==> config.mk <==
export PLATFORM = sky130hd
export DESIGN_NAME = hwb_regs
export DESIGN_NICKNAME = d
export VERILOG_FILES = /design/src/hwb_pkg.sv /design/src/hwb_fan_pin.sv /design/src/hwb_regs.sv
export SDC_FILE = /design/constraint.sdc
export NUM_CORES = 1
export LEC_CHECK = 0
export BUFFER_PORTS_ARGS = -buffer_cell sky130_fd_sc_hd__buf_4
export CORE_MARGIN = 2
export CORE_UTILIZATION = 54
export DETAILED_ROUTE_END_ITERATION = 10
export PLACE_DENSITY = 0.83
export SETUP_SLACK_MARGIN = 0.05
export SLEW_MARGIN = 15
export SYNTH_ARGS = -nofsm -noshare
export SYNTH_HDL_FRONTEND = slang
export SYNTH_HIERARCHICAL = 1
export SYNTH_SLANG_ARGS = --single-unit
==> constraint.sdc <==
create_clock -name i_clk_sys -period 4.4 [get_ports i_clk_sys]
set_input_delay 0.88 -clock i_clk_sys [delete_from_list [all_inputs] [get_ports i_clk_sys]]
set_output_delay 0.88 -clock i_clk_sys [all_outputs]
set_load 0.03 [all_outputs]
==> src/hwb_pkg.sv <==
// ****************************************************************
// Register map and field layout
// ****************************************************************
package hwb_pkg;

    // Register indices on the index/data port
    localparam logic [7:0] HWB_IDX_FAN_PIN_CTRL = 8'h4D;
    localparam logic [7:0] HWB_IDX_BANK_SELECT  = 8'h4E;
    localparam logic [7:0] HWB_IDX_VENDOR_ID    = 8'h4F;
    localparam logic [7:0] HWB_IDX_BEEP_ONE     = 8'h56;
    localparam logic [7:0] HWB_IDX_BEEP_TWO     = 8'h57;

    // Bank that holds the beep registers in the upper index range
    localparam logic [2:0] HWB_BANK_ZERO        = 3'h0;
    localparam logic [7:0] HWB_UPPER_LO         = 8'h50;
    localparam logic [7:0] HWB_UPPER_HI         = 8'h5F;

    // Fan pin control fields
    localparam int HWB_SYS_TACH_BIT  = 0;
    localparam int HWB_SYS_LEVEL_BIT = 1;
    localparam int HWB_CPU_TACH_BIT  = 2;
    localparam int HWB_CPU_LEVEL_BIT = 3;

    // Bank select fields
    localparam int HWB_HIGH_BYTE_BIT = 7;
    localparam int HWB_BANK_MSB      = 2;

    // Second beep register field
    localparam int HWB_MASTER_BIT    = 7;

    // Reset values
    localparam logic [7:0] HWB_FAN_RST  = 8'h05;
    localparam logic [7:0] HWB_BANK_RST = 8'h80;
    localparam logic [7:0] HWB_BEEP_RST = 8'h00;
    localparam logic       HWB_MASTER_RST = 1'b1;

    // Vendor identifier, value arbitrary
    localparam logic [15:0] HWB_VENDOR_ID_DEF = 16'h1234;

    // Value returned for unmapped indices
    localparam logic [7:0] HWB_RD_NONE = 8'h00;

endpackage : hwb_pkg

==> src/hwb_fan_pin.sv <==
`timescale 1ns/1ps
// ****************************************************************
// One fan pin: tachometer input or driven level
// ****************************************************************
module hwb_fan_pin
    import hwb_pkg::*;
(
    input  wire logic i_clk_sys,
    input  wire logic i_rst_b,
    input  wire logic i_is_tach,
    input  wire logic i_out_level,
    input  wire logic i_pin,
    output logic      o_pin,
    output logic      o_pin_oe,
    output logic      o_tach
);

    // Pin drive and tachometer sample
    always_ff @(posedge i_clk_sys or negedge i_rst_b) begin
        if (!i_rst_b) begin
            o_pin    <= 1'b0;
            o_pin_oe <= 1'b0;
            o_tach   <= 1'b0;
        end else begin
            o_pin_oe <= ~i_is_tach;                 // Drive only in output mode
            o_pin    <= i_out_level & ~i_is_tach;   // Level ignored in tach mode
            o_tach   <= i_pin & i_is_tach;          // Tach pulses pass in input mode
        end
    end

endmodule : hwb_fan_pin

==> src/hwb_regs.sv <==
`timescale 1ns/1ps
// Notes on behaviour
// - CPU fan direction bit 2 set (reset) makes the pin a tachometer input.
// - CPU fan direction bit clear drives the pin at the level in bit 3.
// - CPU fan level bit reaches the pin only in output mode.
// - System fan direction bit 0 set (reset) makes the pin a tachometer input.
// - System fan direction bit clear drives the pin at the level in bit 1.
// - Both fan level bits reset to zero, so output mode starts low.
// - Bank select bit 7 picks identifier high byte (one, reset) or low byte.
// - Bank select bits 2..0 pick the bank answering at indices 50h to 5Fh.
// - Read-only 16-bit identifier; upper byte returned while selector is one.
// - Lower identifier byte returned while selector is zero; writes ignored.
// - Beep enable bits 7..4: CPU fan, system fan, CPU temp, system temp.
// - Beep enable bits 3..0: five volt, analog supply, input zero, core.
// - Beep enable one allows, zero blocks; all eight reset to zero.
// - Master beep enable, set at reset, gates every beep.
module hwb_regs
    import hwb_pkg::*;
#(
    parameter logic [15:0] VENDOR_ID = HWB_VENDOR_ID_DEF  // Arbitrary value
) (
    input  wire logic       i_clk_sys,
    input  wire logic       i_rst_b,
    input  wire logic [7:0] i_index,
    input  wire logic       i_wr_en,
    input  wire logic [7:0] i_wr_data,
    input  wire logic       i_rd_en,
    output logic      [7:0] o_rd_data,
    input  wire logic [7:0] i_out_of_limit,
    output logic            o_beep,
    output logic      [2:0] o_upper_bank,
    input  wire logic       i_cpu_fan_pin,
    output logic            o_cpu_fan_pin,
    output logic            o_cpu_fan_pin_oe,
    output logic            o_cpu_fan_tach,
    input  wire logic       i_sys_fan_pin,
    output logic            o_sys_fan_pin,
    output logic            o_sys_fan_pin_oe,
    output logic            o_sys_fan_tach
);

    // ************************************************************
    // Register state
    // ************************************************************
    logic       cpu_fan_pin_is_tach_q;
    logic       cpu_fan_pin_out_level_q;
    logic       sys_fan_pin_is_tach_q;
    logic       sys_fan_pin_out_level_q;
    logic       id_high_byte_select_q;
    logic [2:0] upper_index_bank_number_q;
    logic [7:0] beep_enable_one_q;
    logic       beep_master_enable_q;
    logic       bank_zero_hit;
    logic [7:0] rd_mux;
    logic [7:0] vendor_code_upper;
    logic [7:0] vendor_code_lower;

    assign vendor_code_upper = VENDOR_ID[15:8];
    assign vendor_code_lower = VENDOR_ID[7:0];

    // Upper index range answers only while bank zero is selected
    assign bank_zero_hit = (upper_index_bank_number_q == HWB_BANK_ZERO);

    // Fan pin control register
    always_ff @(posedge i_clk_sys or negedge i_rst_b) begin
        if (!i_rst_b) begin
            cpu_fan_pin_is_tach_q   <= HWB_FAN_RST[HWB_CPU_TACH_BIT];
            cpu_fan_pin_out_level_q <= HWB_FAN_RST[HWB_CPU_LEVEL_BIT];
            sys_fan_pin_is_tach_q   <= HWB_FAN_RST[HWB_SYS_TACH_BIT];
            sys_fan_pin_out_level_q <= HWB_FAN_RST[HWB_SYS_LEVEL_BIT];
        end else if (i_wr_en && i_index == HWB_IDX_FAN_PIN_CTRL) begin
            cpu_fan_pin_is_tach_q   <= i_wr_data[HWB_CPU_TACH_BIT];
            cpu_fan_pin_out_level_q <= i_wr_data[HWB_CPU_LEVEL_BIT];
            sys_fan_pin_is_tach_q   <= i_wr_data[HWB_SYS_TACH_BIT];
            sys_fan_pin_out_level_q <= i_wr_data[HWB_SYS_LEVEL_BIT];
        end
    end

    // Bank select register; reserved bits are not stored
    always_ff @(posedge i_clk_sys or negedge i_rst_b) begin
        if (!i_rst_b) begin
            id_high_byte_select_q     <= HWB_BANK_RST[HWB_HIGH_BYTE_BIT];
            upper_index_bank_number_q <= HWB_BANK_RST[HWB_BANK_MSB:0];
        end else if (i_wr_en && i_index == HWB_IDX_BANK_SELECT) begin
            id_high_byte_select_q     <= i_wr_data[HWB_HIGH_BYTE_BIT];
            upper_index_bank_number_q <= i_wr_data[HWB_BANK_MSB:0];
        end
    end

    // Beep enable registers, bank zero only
    always_ff @(posedge i_clk_sys or negedge i_rst_b) begin
        if (!i_rst_b) begin
            beep_enable_one_q    <= HWB_BEEP_RST;
            beep_master_enable_q <= HWB_MASTER_RST;
        end else if (i_wr_en && bank_zero_hit) begin
            if (i_index == HWB_IDX_BEEP_ONE) begin
                beep_enable_one_q <= i_wr_data;
            end else if (i_index == HWB_IDX_BEEP_TWO) begin
                beep_master_enable_q <= i_wr_data[HWB_MASTER_BIT];
            end
        end
    end

    // ************************************************************
    // Read path
    // ************************************************************
    // Read multiplexer; identifier writes have no target
    always_comb begin
        rd_mux = HWB_RD_NONE;
        if (i_index == HWB_IDX_FAN_PIN_CTRL) begin
            rd_mux[HWB_CPU_LEVEL_BIT] = cpu_fan_pin_out_level_q;
            rd_mux[HWB_CPU_TACH_BIT]  = cpu_fan_pin_is_tach_q;
            rd_mux[HWB_SYS_LEVEL_BIT] = sys_fan_pin_out_level_q;
            rd_mux[HWB_SYS_TACH_BIT]  = sys_fan_pin_is_tach_q;
        end else if (i_index == HWB_IDX_BANK_SELECT) begin
            rd_mux[HWB_HIGH_BYTE_BIT] = id_high_byte_select_q;  // Reserved read reset
            rd_mux[HWB_BANK_MSB:0]    = upper_index_bank_number_q;
        end else if (i_index == HWB_IDX_VENDOR_ID) begin
            if (id_high_byte_select_q) begin
                rd_mux = vendor_code_upper;
            end else begin
                rd_mux = vendor_code_lower;
            end
        end else if (i_index == HWB_IDX_BEEP_ONE && bank_zero_hit) begin
            rd_mux = beep_enable_one_q;
        end else if (i_index == HWB_IDX_BEEP_TWO && bank_zero_hit) begin
            rd_mux[HWB_MASTER_BIT] = beep_master_enable_q;
        end
    end

    // Registered read data, one cycle after the read strobe
    always_ff @(posedge i_clk_sys or negedge i_rst_b) begin
        if (!i_rst_b) begin
            o_rd_data <= HWB_RD_NONE;
        end else if (i_rd_en) begin
            o_rd_data <= rd_mux;
        end
    end

    // ************************************************************
    // Beep and bank outputs
    // ************************************************************
    // Beep asserted for any enabled out-of-limit source under master
    always_ff @(posedge i_clk_sys or negedge i_rst_b) begin
        if (!i_rst_b) begin
            o_beep       <= 1'b0;
            o_upper_bank <= HWB_BANK_RST[HWB_BANK_MSB:0];
        end else begin
            o_beep       <= beep_master_enable_q &
                            (|(i_out_of_limit & beep_enable_one_q));
            o_upper_bank <= upper_index_bank_number_q;
        end
    end

    // ************************************************************
    // Fan pins
    // ************************************************************
    hwb_fan_pin u_cpu_fan_pin (
        .i_clk_sys   (i_clk_sys),
        .i_rst_b     (i_rst_b),
        .i_is_tach   (cpu_fan_pin_is_tach_q),
        .i_out_level (cpu_fan_pin_out_level_q),
        .i_pin       (i_cpu_fan_pin),
        .o_pin       (o_cpu_fan_pin),
        .o_pin_oe    (o_cpu_fan_pin_oe),
        .o_tach      (o_cpu_fan_tach)
    );

    hwb_fan_pin u_sys_fan_pin (
        .i_clk_sys   (i_clk_sys),
        .i_rst_b     (i_rst_b),
        .i_is_tach   (sys_fan_pin_is_tach_q),
        .i_out_level (sys_fan_pin_out_level_q),
        .i_pin       (i_sys_fan_pin),
        .o_pin       (o_sys_fan_pin),
        .o_pin_oe    (o_sys_fan_pin_oe),
        .o_tach      (o_sys_fan_tach)
    );

    // ************************************************************
    // Assertions
    // ************************************************************
    AST_CPU_TACH_NO_DRIVE: assert property (
        @(posedge i_clk_sys) disable iff (!i_rst_b)
        cpu_fan_pin_is_tach_q |=> !o_cpu_fan_pin_oe && !o_cpu_fan_pin)
        else $error("CPU fan pin driven in tachometer mode");

    AST_CPU_OUT_LEVEL: assert property (
        @(posedge i_clk_sys) disable iff (!i_rst_b)
        !cpu_fan_pin_is_tach_q |=>
            o_cpu_fan_pin_oe && (o_cpu_fan_pin == $past(cpu_fan_pin_out_level_q)))
        else $error("CPU fan pin level wrong in output mode");

    AST_CPU_LEVEL_MASKED: assert property (
        @(posedge i_clk_sys) disable iff (!i_rst_b)
        (cpu_fan_pin_is_tach_q && cpu_fan_pin_out_level_q) |=> !o_cpu_fan_pin)
        else $error("CPU fan level leaked in tachometer mode");

    AST_SYS_TACH_PASS: assert property (
        @(posedge i_clk_sys) disable iff (!i_rst_b)
        sys_fan_pin_is_tach_q |=> !o_sys_fan_pin_oe && (o_sys_fan_tach == $past(i_sys_fan_pin)))
        else $error("System fan tachometer not passed");

    AST_SYS_OUT_LEVEL: assert property (
        @(posedge i_clk_sys) disable iff (!i_rst_b)
        !sys_fan_pin_is_tach_q |=>
            o_sys_fan_pin_oe && (o_sys_fan_pin == $past(sys_fan_pin_out_level_q)))
        else $error("System fan pin level wrong in output mode");

    AST_ID_BYTE_SELECT: assert property (
        @(posedge i_clk_sys) disable iff (!i_rst_b)
        (i_rd_en && i_index == HWB_IDX_VENDOR_ID) |=>
            o_rd_data == ($past(id_high_byte_select_q) ? VENDOR_ID[15:8] : VENDOR_ID[7:0]))
        else $error("Identifier byte does not follow selector");

    AST_BANK_GATES_BEEP: assert property (
        @(posedge i_clk_sys) disable iff (!i_rst_b)
        (i_wr_en && i_index == HWB_IDX_BEEP_ONE && !bank_zero_hit) |=> $stable(beep_enable_one_q))
        else $error("Beep register written outside its bank");

    AST_BEEP_CAUSE: assert property (
        @(posedge i_clk_sys) disable iff (!i_rst_b)
        o_beep |-> $past(beep_master_enable_q) && ($past(i_out_of_limit & beep_enable_one_q) != 8'h00))
        else $error("Beep without enabled cause");

    AST_MASTER_MUTES: assert property (
        @(posedge i_clk_sys) disable iff (!i_rst_b)
        !beep_master_enable_q |=> !o_beep)
        else $error("Beep while master enable is clear");

    AST_BEEP_SOUNDS: assert property (
        @(posedge i_clk_sys) disable iff (!i_rst_b)
        (beep_master_enable_q && |(i_out_of_limit & beep_enable_one_q)) |=> o_beep)
        else $error("Enabled source failed to beep");

    AST_BANK_RESERVED_ZERO: assert property (
        @(posedge i_clk_sys) disable iff (!i_rst_b)
        (i_rd_en && i_index == HWB_IDX_BANK_SELECT) |=> o_rd_data[6:3] == 4'h0)
        else $error("Reserved bank select bits not at reset value");

endmodule : hwb_regs

======== Word level (Yosys, flattened, before mapping) ========
Cells that the tools add are included.
operators by class
  eq/ne operators ......................... 5
  multiplexer cells ....................... 10
  bitwise logic cells ..................... 9
  reductions and logical operators ........ 9
operator list
  operator                                              count
  equality test 8 x 7 -> 1 bit (second input constant)  5
  two-way mux 4 bit                                     3
  bitwise AND 8 bit                                     1
  two-way mux 8 bit                                     1
  OR reduction 8 bit                                    1
  two-way mux 7 bit                                     1
  two-way mux 6 bit                                     1
  bitwise AND 1 bit                                     5
  logical AND 1 bit                                     5
  logical NOT 3 bit                                     1
  two-way mux 1 bit                                     3
  two-way mux 3 bit                                     1
  NOT 1 bit                                             3
  AND reduction 3 bit                                   1
  AND reduction 2 bit                                   1
storage, ports and cells
  register bits ........................... 35
  input bits .............................. 30
  output and inout bits ................... 18
  logic and storage cells ................. 50

======== Logic depth before layout (Yosys ltp) ========
Gate-level depths: netlist of the first run.
  depth after elaboration ................. 7
  depth in mapped cells ................... 6
  depth with buffers taken out ............ 4

======== Hierarchy ========
The synthesis of the first run kept the hierarchy.
by module, submodules not included
  module       times used  cells each  area an instance (um^2)  seq. area each (um^2)
  hwb_regs     1           121         1,397.6                  730.7
  hwb_fan_pin  2           6           91.3                     75.1

======== Least setup slack after synthesis of the first run ========
Ideal clock, no wire load.
  path type ............................... input port to flip-flop
  start ................................... input i_index[3]
  end ..................................... register beep_enable_one_q[0]
  library setup time ...................... 0.125 ns
  arrival time ............................ 2.128 ns
  required time ........................... 4.275 ns
  path slack .............................. 2.147 ns
  cell stages on the path ................. 5
  path buffers ............................ 1
  path through ............................ or3b_4 -> nor2_1 -> nor4bb_1 -> buf_2 -> mux2_2
on the way
  cells in the longest elaborated chain, start to end .. 2
RTL lines
  element                               line            RTL
  start, declared                       hwb_regs.sv:24  input wire logic [7:0] i_index,
  equality test 8 x 7 -> 1 bit          hwb_regs.sv:96  if (i_index == HWB_IDX_BEEP_ONE) begin
  AND reduction 2 bit (no source line)  -
  end signal, assigned                  hwb_regs.sv:97  beep_enable_one_q <= i_wr_data;
  end, declared                         hwb_regs.sv:51  logic [7:0] beep_enable_one_q;
Every way passes these cells.
A chain may end at the register's enable or synchronous reset.

======== Worst setup path after layout of the first run ========
  start ................................... input i_index[3]
  end ..................................... register beep_enable_one_q[5]
Same word-level chain as after synthesis.

==> results.json, run 1 <==
{
  "clock-root-buffer": "clkbuf_4",
  "grt.met2_usage_pct": 34.4,
  "sw_frac_of_total_pct": 26.3,
  "ctsHoldBuffers": 0,
  "dr.pass1.iters": 4,
  "leakage_nw": 0.949,
  "path_class": "primary input to flip-flop",
  "seqPwrFrac_pct": 58.3,
  "final_area_um2": 2000,
  "synth_edf_count": 0,
  "hpwl_um": 2370,
  "grt_pass1_wl_um": 5250,
  "cts_sinks": 35,
  "cts.htree.levels": 2,
  "worst_pin_slew_ns": 0.729,
  "grt_pass1_vias": 1138,
  "cpMostUsedCell": "buf_4",
  "fin_util_pct": 72.4,
  "ioPinCount": 48,
  "drt-vias-per-instance": 5.79,
  "die_area_um2": 3380,
  "post_cts_buffers": 0,
  "grt_overflow": 0,
  "fin_cells": 213,
  "wirelength_um": 3220,
  "clkPwrFrac_pct": 28.7,
  "maxSlewViolCount": 0,
  "hold_viol": 0,
  "period_needed_ns": 2.16,
  "report.final.setup_viol": 0,
  "clkLatencyLatePin_ns": 0.34,
  "core_um2": 2760,
  "antenna_cells": 0,
  "outcome": "finished, final reports clean",
  "placed_cells": 205,
  "synthTopCellsByArea": "dfrtp_1 (49%), mux2_2 (12%), dfstp_2 (6.7%), nor2b_1 (3.2%), a22oi_1 (2.9%)",
  "yosys_warnings": 6,
  "grt_use_met3_pct": 6.70,
  "synth_common_cells": "dfrtp_1 (31), mux2_2 (17), inv_1 (8), nor2b_1 (8), nand2_1 (7)",
  "synthesis.nets": 163,
  "port_buffers": 47,
  "worstPathRequired_ns": 4.63,
  "yosys.area.top_type": "dfrtp_1",
  "num-fill-cells": 214,
  "initial_utilization_pct": 57.3,
  "cp_max_fo": 8,
  "dieHeight_um": 58.1,
  "tns_ns": 0,
  "num_rows": 19,
  "finalCritPeriodShare_pct": 49.1,
  "p_per_area_nw_per_um2": 296,
  "hold_class": "primary input to async pin",
  "cp-start-kind": "primary input",
  "clk_path_buf_depth": 2,
  "synth-async-reset-ratio_pct": 100,
  "antenna_found_initial": 0,
  "die_w_um": 58.1,
  "cpPeakStageDelay_ns": 0.41,
  "cap_violations": 0,
  "max-vdd-ir-drop_mv": 0.290,
  "place_area_um2": 1940,
  "end_kind": "flip-flop",
  "rsz0062_at_grt": "false",
  "synthToLayoutAreaGrowth_pct": 26.4,
  "wl_per_cell_um": 15.1,
  "synth_cells": 133,
  "drc": 0,
  "p_switching_mw": 0.156,
  "drt-initial-drc-count": 42,
  "max_freq_mhz": 463,
  "synth_cell_types": 39,
  "slowest_stage": "or3b_4",
  "ctsResizeCount": 0,
  "grt.busiest_layer": "met2",
  "yosys.cell_count.top_type": "dfrtp_1",
  "slew_headroom_pct": 51.0,
  "path_cells": "buf_4, or3b_4, nor2_1, nor4bb_1, buf_4, mux2_2",
  "ys_seq_elements": 35,
  "grtUsageTotal_pct": 21.4,
  "synth_top_area_share_pct": 49.1,
  "routabilityCongestion": 0.858,
  "pwr-share-comb_pct": 13.0,
  "grt_max_degree": 36,
  "crit_arrival_ns": 2.39,
  "drive_above_1_share_pct": 44.5,
  "detail-route-antenna-nets": 0,
  "nets": 211,
  "syn-cell-area_um2": 1580,
  "p_int_mw": 0.436,
  "yosysSeqAreaShare_pct": 55.7,
  "synth_flop_cell": "dfrtp_1",
  "path_clk_slew_ns": 0.10,
  "numCtsBuffers": 5,
  "avgSynthCellArea_um2": 11.9,
  "critPathTopFamily": "simple AND/OR/NAND/NOR gates",
  "skew_ns": 0.00852,
  "path_buf_inv": 2,
  "met1_usage_pct": 27.1,
  "cts_tree": "built",
  "vias": 1234
}
layout make-up:
cell class                 count  area (um^2)  share of cell area (%)
tap                           31         38.8                    1.94
inverter                       8         30.0                    1.50
sequential                    35          881                    44.1
clock buffer                   6         41.3                    2.07
clock inverter                 2         12.5                   0.627
multi-input combinational     83          633                    31.7
timing repair buffer          48          360                    18.0
power by group through the flow:
stage | registers [mW] | logic [mW] | clock network, mW
final | 0.345 | 0.0769 | 0.170
after CTS | 0.345 | 0.0775 | 0.173
after global placement | 0.350 | 0.0759 | 0
after detailed placement | 0.351 | 0.0773 | 0
after floorplan | 0.358 | 0.0274 | 0
after global routing | 0.346 | 0.0838 | 0.184
metrics by stage:
| stage | setup WS [ns] | total power [mW] | hold slack (ns) |
|---|---|---|---|
| after floorplan | 2.15 | 0.386 | 0.392 |
| after global placement | 1.97 | 0.426 | 0.443 |
| after detailed placement | 1.91 | 0.428 | 0.443 |
| after CTS | 2.27 | 0.595 | 0.472 |
| after global routing | 2.18 | 0.614 | 0.481 |
| final | 2.24 | 0.591 | 0.459 |
layer usage:
metal | share of wire [%] | vias up | wire length (um)
met5 | 0 | - | 0
met4 | 1.4 | 0 | 46
met3 | 6.8 | 5 | 218
met2 | 49 | 52 | 1590
met1 | 42 | 594 | 1360
li1 | - | 583 | -
flip-flops by register name (all words and copies together), names as in the netlist:
name,flops
o_upper_bank,3
u_cpu_fan_pin/o_pin_oe,1
o_beep,1
u_sys_fan_pin/o_tach,1
upper_index_bank_number_q,3
cpu_fan_pin_out_level_q,1
sys_fan_pin_out_level_q,1
beep_enable_one_q,8
sys_fan_pin_is_tach_q,1
u_sys_fan_pin/o_pin,1
u_cpu_fan_pin/o_tach,1
o_rd_data,8
cpu_fan_pin_is_tach_q,1
u_cpu_fan_pin/o_pin,1
id_high_byte_select_q,1
u_sys_fan_pin/o_pin_oe,1
beep_master_enable_q,1
cells in the final DEF, fill, tap and decap left out, types with 2 or more instances in the layout:
cell / count
o21ai_0: 5
nand2_1: 7
a22oi_1: 6
nand3_1: 3
nor2_1: 3
inv_1: 8
clkbuf_4: 5
a21oi_1: 4
dfstp_2: 4
a41oi_1: 3
dfrtp_1: 31
mux2_2: 17
nor2b_1: 8
and2_1: 3
buf_4: 48
nand3b_1: 2
logic make-up after synthesis:
family / after synthesis / share of synthesized area [%]
flops: 35 / 55.7
mux: 18 / 12.8
simple gates: 40 / 16.0
compound gates: 25 / 11.2
buf+inv: 15 / 4.20
final timing paths:
check	startpoint	end	slack [ns]	cells after the start
worst max-delay path	i_index[3]	beep_enable_one_q[5]$_DFFE_PN0P_	2.24	6
worst min-delay path	i_rst_b	o_upper_bank[0]$_DFF_PN0_	0.46	1
worst max register to register	upper_index_bank_number_q[0]$_DFFE_PN0P_	beep_enable_one_q[5]$_DFFE_PN0P_	2.47	5
worst min register to register	upper_index_bank_number_q[0]$_DFFE_PN0P_	o_upper_bank[0]$_DFF_PN0_	0.46	0
max in group asynchronous	i_rst_b	beep_master_enable_q$_DFFE_PN1P_	3.60	1
min in group i_clk_sys	upper_index_bank_number_q[0]$_DFFE_PN0P_	o_upper_bank[0]$_DFF_PN0_	0.46	0
(Power assumes the default switching activity.)
==> run 2, diff against run 1 <==
--- a/config.mk
+++ b/config.mk
@@ -5,11 +5,12 @@
 export SDC_FILE = /design/constraint.sdc
 export NUM_CORES = 1
 export LEC_CHECK = 0
+export ABC_AREA = 1
 export BUFFER_PORTS_ARGS = -buffer_cell sky130_fd_sc_hd__buf_4
 export CORE_MARGIN = 2
-export CORE_UTILIZATION = 54
+export CORE_UTILIZATION = 51
 export DETAILED_ROUTE_END_ITERATION = 10
-export PLACE_DENSITY = 0.83
+export PLACE_DENSITY = 0.79
 export SETUP_SLACK_MARGIN = 0.05
 export SLEW_MARGIN = 15
 export SYNTH_ARGS = -nofsm -noshare
==> constraint.sdc (replaced) <==
create_clock -name i_clk_sys -period 2 [get_ports i_clk_sys]
set_input_delay 0.4 -clock i_clk_sys [delete_from_list [all_inputs] [get_ports i_clk_sys]]
set_output_delay 0.4 -clock i_clk_sys [all_outputs]
set_load 0.03 [all_outputs]
==> run 2 against run 1 <==
  * Wire length rose by 5.2%
  * First-iteration DRC count rose by 64%
  * Combinational power rose to 2.6 times the previous value
  * Power rose by 130%
  * Via count rose by 12%
  * Non-clock buffer count did not move
  * Die area rose by 10%
  * Register-to-register slack got worse by 1.8 ns
  * Area after synthesis rose by 4.9%
  * Global-route usage fell by 0.21 points
==> results.json, run 2 <==
{
  "outcome": "finished, final reports clean",
  "synth-async-reset-ratio_pct": 100,
  "worst_pin_slew_ns": 0.420,
  "sw_frac_of_total_pct": 28.4,
  "timing.rr.end": "beep_enable_one_q[5]$_DFFE_PN0P_",
  "yosys.area.top_type": "dfrtp_1",
  "clk_path_buf_depth": 2,
  "ioPinCount": 48,
  "cap_violations": 0,
  "synthToLayoutAreaGrowth_pct": 27.8,
  "ctsResizeCount": 0,
  "dieHeight_um": 61.0,
  "grt_max_degree": 36,
  "grt_pass1_vias": 1281,
  "cts.htree.levels": 2,
  "avgSynthCellArea_um2": 8.68,
  "seqPwrFrac_pct": 56.8,
  "drc": 0,
  "path_class": "flip-flop to flip-flop",
  "initial_utilization_pct": 53.9,
  "grt_use_met3_pct": 4.62,
  "cts_tree": "built",
  "port_buffers": 47,
  "numCtsBuffers": 5,
  "synth_cell_types": 24,
  "wirelength_um": 3380,
  "skew_ns": 0.0151,
  "pwr-share-comb_pct": 14.9,
  "fin_cells": 289,
  "yosysSeqAreaShare_pct": 53.1,
  "dr.pass1.iters": 4,
  "core_um2": 3080,
  "r2r_start": "upper_index_bank_number_q[0]$_DFFE_PN0P_",
  "period_needed_ns": 1.36,
  "layout_common_cells": "nand2_1 (51), buf_4 (47), dfrtp_1 (31), inv_1 (24), nor2_1 (18)",
  "p_switching_mw": 0.381,
  "crit_arrival_ns": 1.59,
  "ctsHoldBuffers": 1,
  "top_regs": "beep_enable_one_q: 8 flops, o_rd_data: 8 flops",
  "finalCritPeriodShare_pct": 68.0,
  "grt.met2_usage_pct": 30.7,
  "synth_edf_count": 0,
  "path_clk_slew_ns": 0.12,
  "report.final.setup_viol": 0,
  "hpwl_um": 2630,
  "die_area_um2": 3720,
  "max-vdd-ir-drop_mv": 0.366,
  "synthesis.nets": 221,
  "post_cts_buffers": 0,
  "end_kind": "flip-flop",
  "maxSlewViolCount": 0,
  "antenna_cells": 0,
  "whs_endpoint": "u_sys_fan_pin/o_tach$_DFF_PN0_",
  "slew_headroom_pct": 72.0,
  "hold_depth": 3,
  "p_per_area_nw_per_um2": 634,
  "grt_overflow": 0,
  "cts_sinks": 35,
  "layout_commonest_cell": "nand2_1",
  "tns_ns": 0,
  "hp-start": "i_sys_fan_pin",
  "grt_pass1_wl_um": 5700,
  "clock-root-buffer": "clkbuf_4",
  "antenna_found_initial": 0,
  "detail-route-antenna-nets": 0,
  "p_int_mw": 0.961,
  "nets": 274,
  "worstPathRequired_ns": 2.23,
  "synth_cells": 191,
  "cp_max_fo": 12,
  "synth_common_cells": "nand2_1 (51), dfrtp_1 (31), inv_1 (24), nor2_1 (18), o21ai_0 (13)",
  "cp-start-kind": "flip-flop",
  "reg2reg_slack_ns": 0.64,
  "num_rows": 20,
  "die_w_um": 61.0,
  "drive_above_1_share_pct": 33.9,
  "totalPowerFinal_mw": 1.34,
  "hold_viol": 0,
  "yosys_warnings": 6,
  "drt-vias-per-instance": 4.78,
  "clkPwrFrac_pct": 28.2,
  "met1_usage_pct": 31.1,
  "pre_cts_ws_ns": 0.512,
  "synthTopCellsByArea": "dfrtp_1 (47%), nand2_1 (12%), dfstp_2 (6.3%), inv_1 (5.4%), nor2_1 (4.1%)",
  "clkLatencyLatePin_ns": 0.35,
  "synth_flop_cell": "dfrtp_1",
  "leakage_nw": 1.16,
  "ys_seq_elements": 35,
  "syn-cell-area_um2": 1660,
  "max_freq_mhz": 735,
  "yosys.cell_count.top_type": "nand2_1",
  "routabilityCongestion": 0.877,
  "grtUsageTotal_pct": 21.1,
  "drt-initial-drc-count": 69,
  "vias": 1381,
  "wl_per_cell_um": 11.7,
  "synth_top_area_share_pct": 46.8,
  "worstRegToRegCells": 8,
  "grt.busiest_layer": "met1",
  "setup_ws_ns": 0.639,
  "placed_cells": 280,
  "hold_class": "primary input to flip-flop",
  "fin_util_pct": 68.8,
  "rsz0062_at_grt": "false"
}
[run 2: how the worst max path moves through the flow]
stage               cells after the start  slack [ns]                                to                                     start
finish                                  8        0.64  beep_enable_one_q[5]$_DFFE_PN0P_  upper_index_bank_number_q[0]$_DFFE_PN0P_
global route                            8        0.52  beep_enable_one_q[5]$_DFFE_PN0P_  upper_index_bank_number_q[0]$_DFFE_PN0P_
CTS                                     8        0.63  beep_enable_one_q[5]$_DFFE_PN0P_  upper_index_bank_number_q[0]$_DFFE_PN0P_
detailed placement                      9        0.51          o_rd_data[2]$_DFFE_PN0P_                                i_index[5]
global placement                        9        0.54          o_rd_data[2]$_DFFE_PN0P_                                i_index[5]
floorplan                               9        0.75  beep_enable_one_q[0]$_DFFE_PN0P_                                i_index[5]
[run 2: metrics by stage]
stage               hold slack, ns  cell area (um^2)
floorplan                    0.104              1660
global placement             0.365              2050
detailed placement           0.372              2050
CTS                          0.230              2120
global route                 0.234              2120
finish                       0.221              2120
[run 2: final cells by class]
type | instances | area, um^2
inverter | 29 | 111
clock buffer | 5 | 37.5
multi-input combinational | 125 | 651
timing repair buffer | 48 | 363
clock inverter | 3 | 20.0
sequential | 35 | 881
fill | 277 | 960
tap | 44 | 55.1
[run 2: cells by family (layout without fill, tap and decap cells)]
group	Yosys count	after routing	share of synthesized area (%)
buffers and inverters	31	85	7.62
AO/OA/AOI/OAI	24	24	8.91
AND/OR/NAND/NOR	101	101	30.3
flip-flops	35	35	53.1
[run 2: worst max-delay path, stage by stage (launching register included)]
cell     delay, ns
dfrtp_1       0.43
inv_2         0.07
nand2_2       0.06
nor2_4        0.17
nand3_4       0.12
inv_4         0.12
nand2_4       0.12
nor2_1        0.13
a21oi_2       0.04
[run 2: power groups by stage]
stage	Sequential [mW]	Clock, mW	Combinational [mW]
3_3_place_gp	0.776	0	0.199
3_5_place_dp	0.777	0	0.202
4_1_cts	0.763	0.382	0.204
6_report	0.763	0.379	0.201
5_1_grt	0.768	0.417	0.222
2_1_floorplan	0.813	0	0.0549
[run 2: layer usage]
metal	share of wire, %	routed length (um)	up-vias
met5	0	0	-
met3	5.9	198	7
li1	-	-	705
met4	1.4	47	0
met2	45	1530	43
met1	48	1610	626
==> run 3, diff against run 2 <==
--- a/config.mk
+++ b/config.mk
@@ -5,12 +5,12 @@
 export SDC_FILE = /design/constraint.sdc
 export NUM_CORES = 1
 export LEC_CHECK = 0
-export ABC_AREA = 1
+export ABC_AREA = 0
 export BUFFER_PORTS_ARGS = -buffer_cell sky130_fd_sc_hd__buf_4
 export CORE_MARGIN = 2
-export CORE_UTILIZATION = 51
+export CORE_UTILIZATION = 50
 export DETAILED_ROUTE_END_ITERATION = 10
-export PLACE_DENSITY = 0.79
+export PLACE_DENSITY = 0.78
 export SETUP_SLACK_MARGIN = 0.05
 export SLEW_MARGIN = 15
 export SYNTH_ARGS = -nofsm -noshare
==> constraint.sdc (replaced) <==
create_clock -name i_clk_sys -period 1.42 [get_ports i_clk_sys]
set_input_delay 0.284 -clock i_clk_sys [delete_from_list [all_inputs] [get_ports i_clk_sys]]
set_output_delay 0.284 -clock i_clk_sys [all_outputs]
set_load 0.03 [all_outputs]
==> run 3 against run 2 <==
  * The flow now finishes with violations (setup timing)
  * Clock skew is 0.0073 ns lower
  * Critical path depth is 4 lower
  * Critical path type unchanged
  * Worst setup slack worse by 0.98 ns
  * Design area is 8.2% higher
  * Sequential power is 40% higher
  * Global-route usage is 3.1 points higher
  * Clock power is 44% higher
  * Final cell count is 15% lower
==> results.json, run 3 (synthesis gave the netlist of run 1 again) <==
{
  "max_freq_mhz": 569,
  "clkLatencyLatePin_ns": 0.33,
  "cp-start-kind": "flip-flop",
  "hold_viol": 0,
  "die_area_um2": 3630,
  "placed_cells": 238,
  "clk_path_buf_depth": 2,
  "detail-route-antenna-nets": 0,
  "grt_pass1_vias": 1344,
  "synthToLayoutAreaGrowth_pct": 45.1,
  "wl_per_cell_um": 16.3,
  "p_per_area_nw_per_um2": 839,
  "path_buf_inv": 1,
  "dr.pass1.iters": 5,
  "path_cells": "or3b_4, buf_4, or4_4, mux2_4",
  "critPathTopFamily": "simple AND/OR/NAND/NOR gates",
  "layout_commonest_cell": "buf_4",
  "drt-initial-drc-count": 54,
  "drc": 0,
  "path_clk_slew_ns": 0.09,
  "grt_overflow": 0,
  "ioPinCount": 48,
  "drive_above_1_share_pct": 54.2,
  "vias": 1346,
  "fin_cells": 247,
  "period_needed_ns": 1.76,
  "routabilityCongestion": 0.964,
  "cts.htree.levels": 2,
  "top_regs": "beep_enable_one_q: 8 flops, o_rd_data: 8 flops",
  "outcome": "finished, violations left",
  "worstPathRequired_ns": 1.68,
  "die_w_um": 60.2,
  "violations": "setup timing",
  "end_kind": "flip-flop",
  "hold_class": "primary input to flip-flop",
  "cpPeakStageDelay_ns": 0.42,
  "rsz0062_at_grt": "true",
  "layout_common_cells": "buf_4 (67), dfrtp_1 (31), mux2_4 (12), inv_1 (8), nor2b_1 (8)",
  "nets": 232,
  "crit_arrival_ns": 2.02,
  "cts_tree": "built",
  "fin_util_pct": 75.7,
  "cp_max_fo": 3,
  "clock-root-buffer": "clkbuf_4",
  "slew_headroom_pct": 72.0,
  "skew_ns": 0.00776,
  "maxSlewViolCount": 0,
  "holdWs_ns": 0.158,
  "grt_pass1_wl_um": 6400,
  "hpwl_um": 2870,
  "antenna_cells": 0,
  "finalCritPeriodShare_pct": 124,
  "port_buffers": 47,
  "setup_ws_ns": -0.336,
  "wirelength_um": 4020,
  "core_um2": 3030,
  "initial_utilization_pct": 52.2,
  "num_rows": 20,
  "max-vdd-ir-drop_mv": 0.490,
  "worst_pin_slew_ns": 0.420,
  "grt_max_degree": 36,
  "drt-vias-per-instance": 5.45,
  "cts_sinks": 35,
  "numCtsBuffers": 5,
  "antenna_found_initial": 0,
  "num-fill-cells": 215,
  "path_class": "flip-flop to flip-flop",
  "leakage_nw": 1.09,
  "cap_violations": 0,
  "report.final.setup_viol": 16,
  "grtUsageTotal_pct": 24.2,
  "dieHeight_um": 60.2,
  "slowest_stage": "or4_4"
}
[run 3: changes by cell type in the layout (fill, tap and decap cells not counted), moves of 9 or more]
| cell | delta |
|---|---|
| nand3_1 | -10 |
| mux2_4 | +12 |
| nor2_1 | -16 |
| o21ai_0 | -9 |
| nand2_1 | -44 |
| buf_4 | +20 |
| inv_1 | -16 |
[run 3: layout make-up]
cell class,instances,area (um^2),share of cell area [%]
clock inverter,1,5.00,0.218
inverter,8,30.0,1.31
multi-input combinational,83,742,32.4
sequential,35,881,38.4
tap,44,55.1,2.40
timing repair buffer,69,524,22.9
clock buffer,7,55.1,2.40
[run 3: per-stage QoR]
step	area [um^2]	power (mW)	worst slack (ns)	TNS (ns)
floorplan	1630	1.20	-0.300	-3.46
global placement	2140	1.36	-0.362	-6.17
detailed placement	2140	1.37	-0.385	-6.19
CTS	2270	1.93	-0.369	-4.43
global route	2290	2.01	-0.398	-5.32
finish	2290	1.92	-0.336	-4.17
[run 3: per-layer routing]
metal  part of all wire, %  GRT usage (%)  wire length (um)  vias to the layer above
met4                   3.0           10.5               120                        0
met1                    41           30.8              1630                      646
met3                   7.7           6.28               310                       15
met2                    49           38.8              1950                       66
met5                     0              0                 0                        -
li1                      -              -                 -                      619
[run 3: timing repair]
item | in CTS | in global routing
buffers inserted | 0 | 0
pin swaps | 5 | 2
gates resized for setup | 16 | 3
endpoints found under the setup margin | 16 | 16
hold buffers | 1 | 0
endpoints found under the hold margin | 31 | 0
[run 3: worst register-to-register path: stages (launching register included)]
cell     delay [ns]
dfrtp_1        0.39
or3b_4         0.40
buf_4          0.17
or4_4          0.42
mux2_4         0.31
[run 3: power breakdown]
| part | leakage, nW | internal (mW) | switching (mW) |
|---|---|---|---|
| clock network | 0.0353 | 0.240 | 0.307 |
| registers | 0.458 | 1.04 | 0.0276 |
| logic | 0.601 | 0.164 | 0.146 |
| total | 1.09 | 1.44 | 0.481 |
[run 3: worst paths after layout]
| path | cells after the start | from | slack, ns | endpoint |
|---|---|---|---|---|
| worst max-delay path | 4 | upper_index_bank_number_q[0]$_DFFE_PN0P_ | -0.34 | beep_master_enable_q$_DFFE_PN1P_ |
| worst min-delay path | 2 | i_cpu_fan_pin | 0.16 | u_cpu_fan_pin/o_tach$_DFF_PN0_ |
| worst max register to register | 4 | upper_index_bank_number_q[0]$_DFFE_PN0P_ | -0.34 | beep_master_enable_q$_DFFE_PN1P_ |
| worst min register to register | 1 | sys_fan_pin_is_tach_q$_DFFE_PN1P_ | 0.47 | u_sys_fan_pin/o_pin_oe$_DFF_PN0_ |
| max in group asynchronous | 2 | i_rst_b | 0.66 | beep_master_enable_q$_DFFE_PN1P_ |
| min in group asynchronous | 2 | i_rst_b | 0.43 | o_rd_data[7]$_DFFE_PN0P_ |
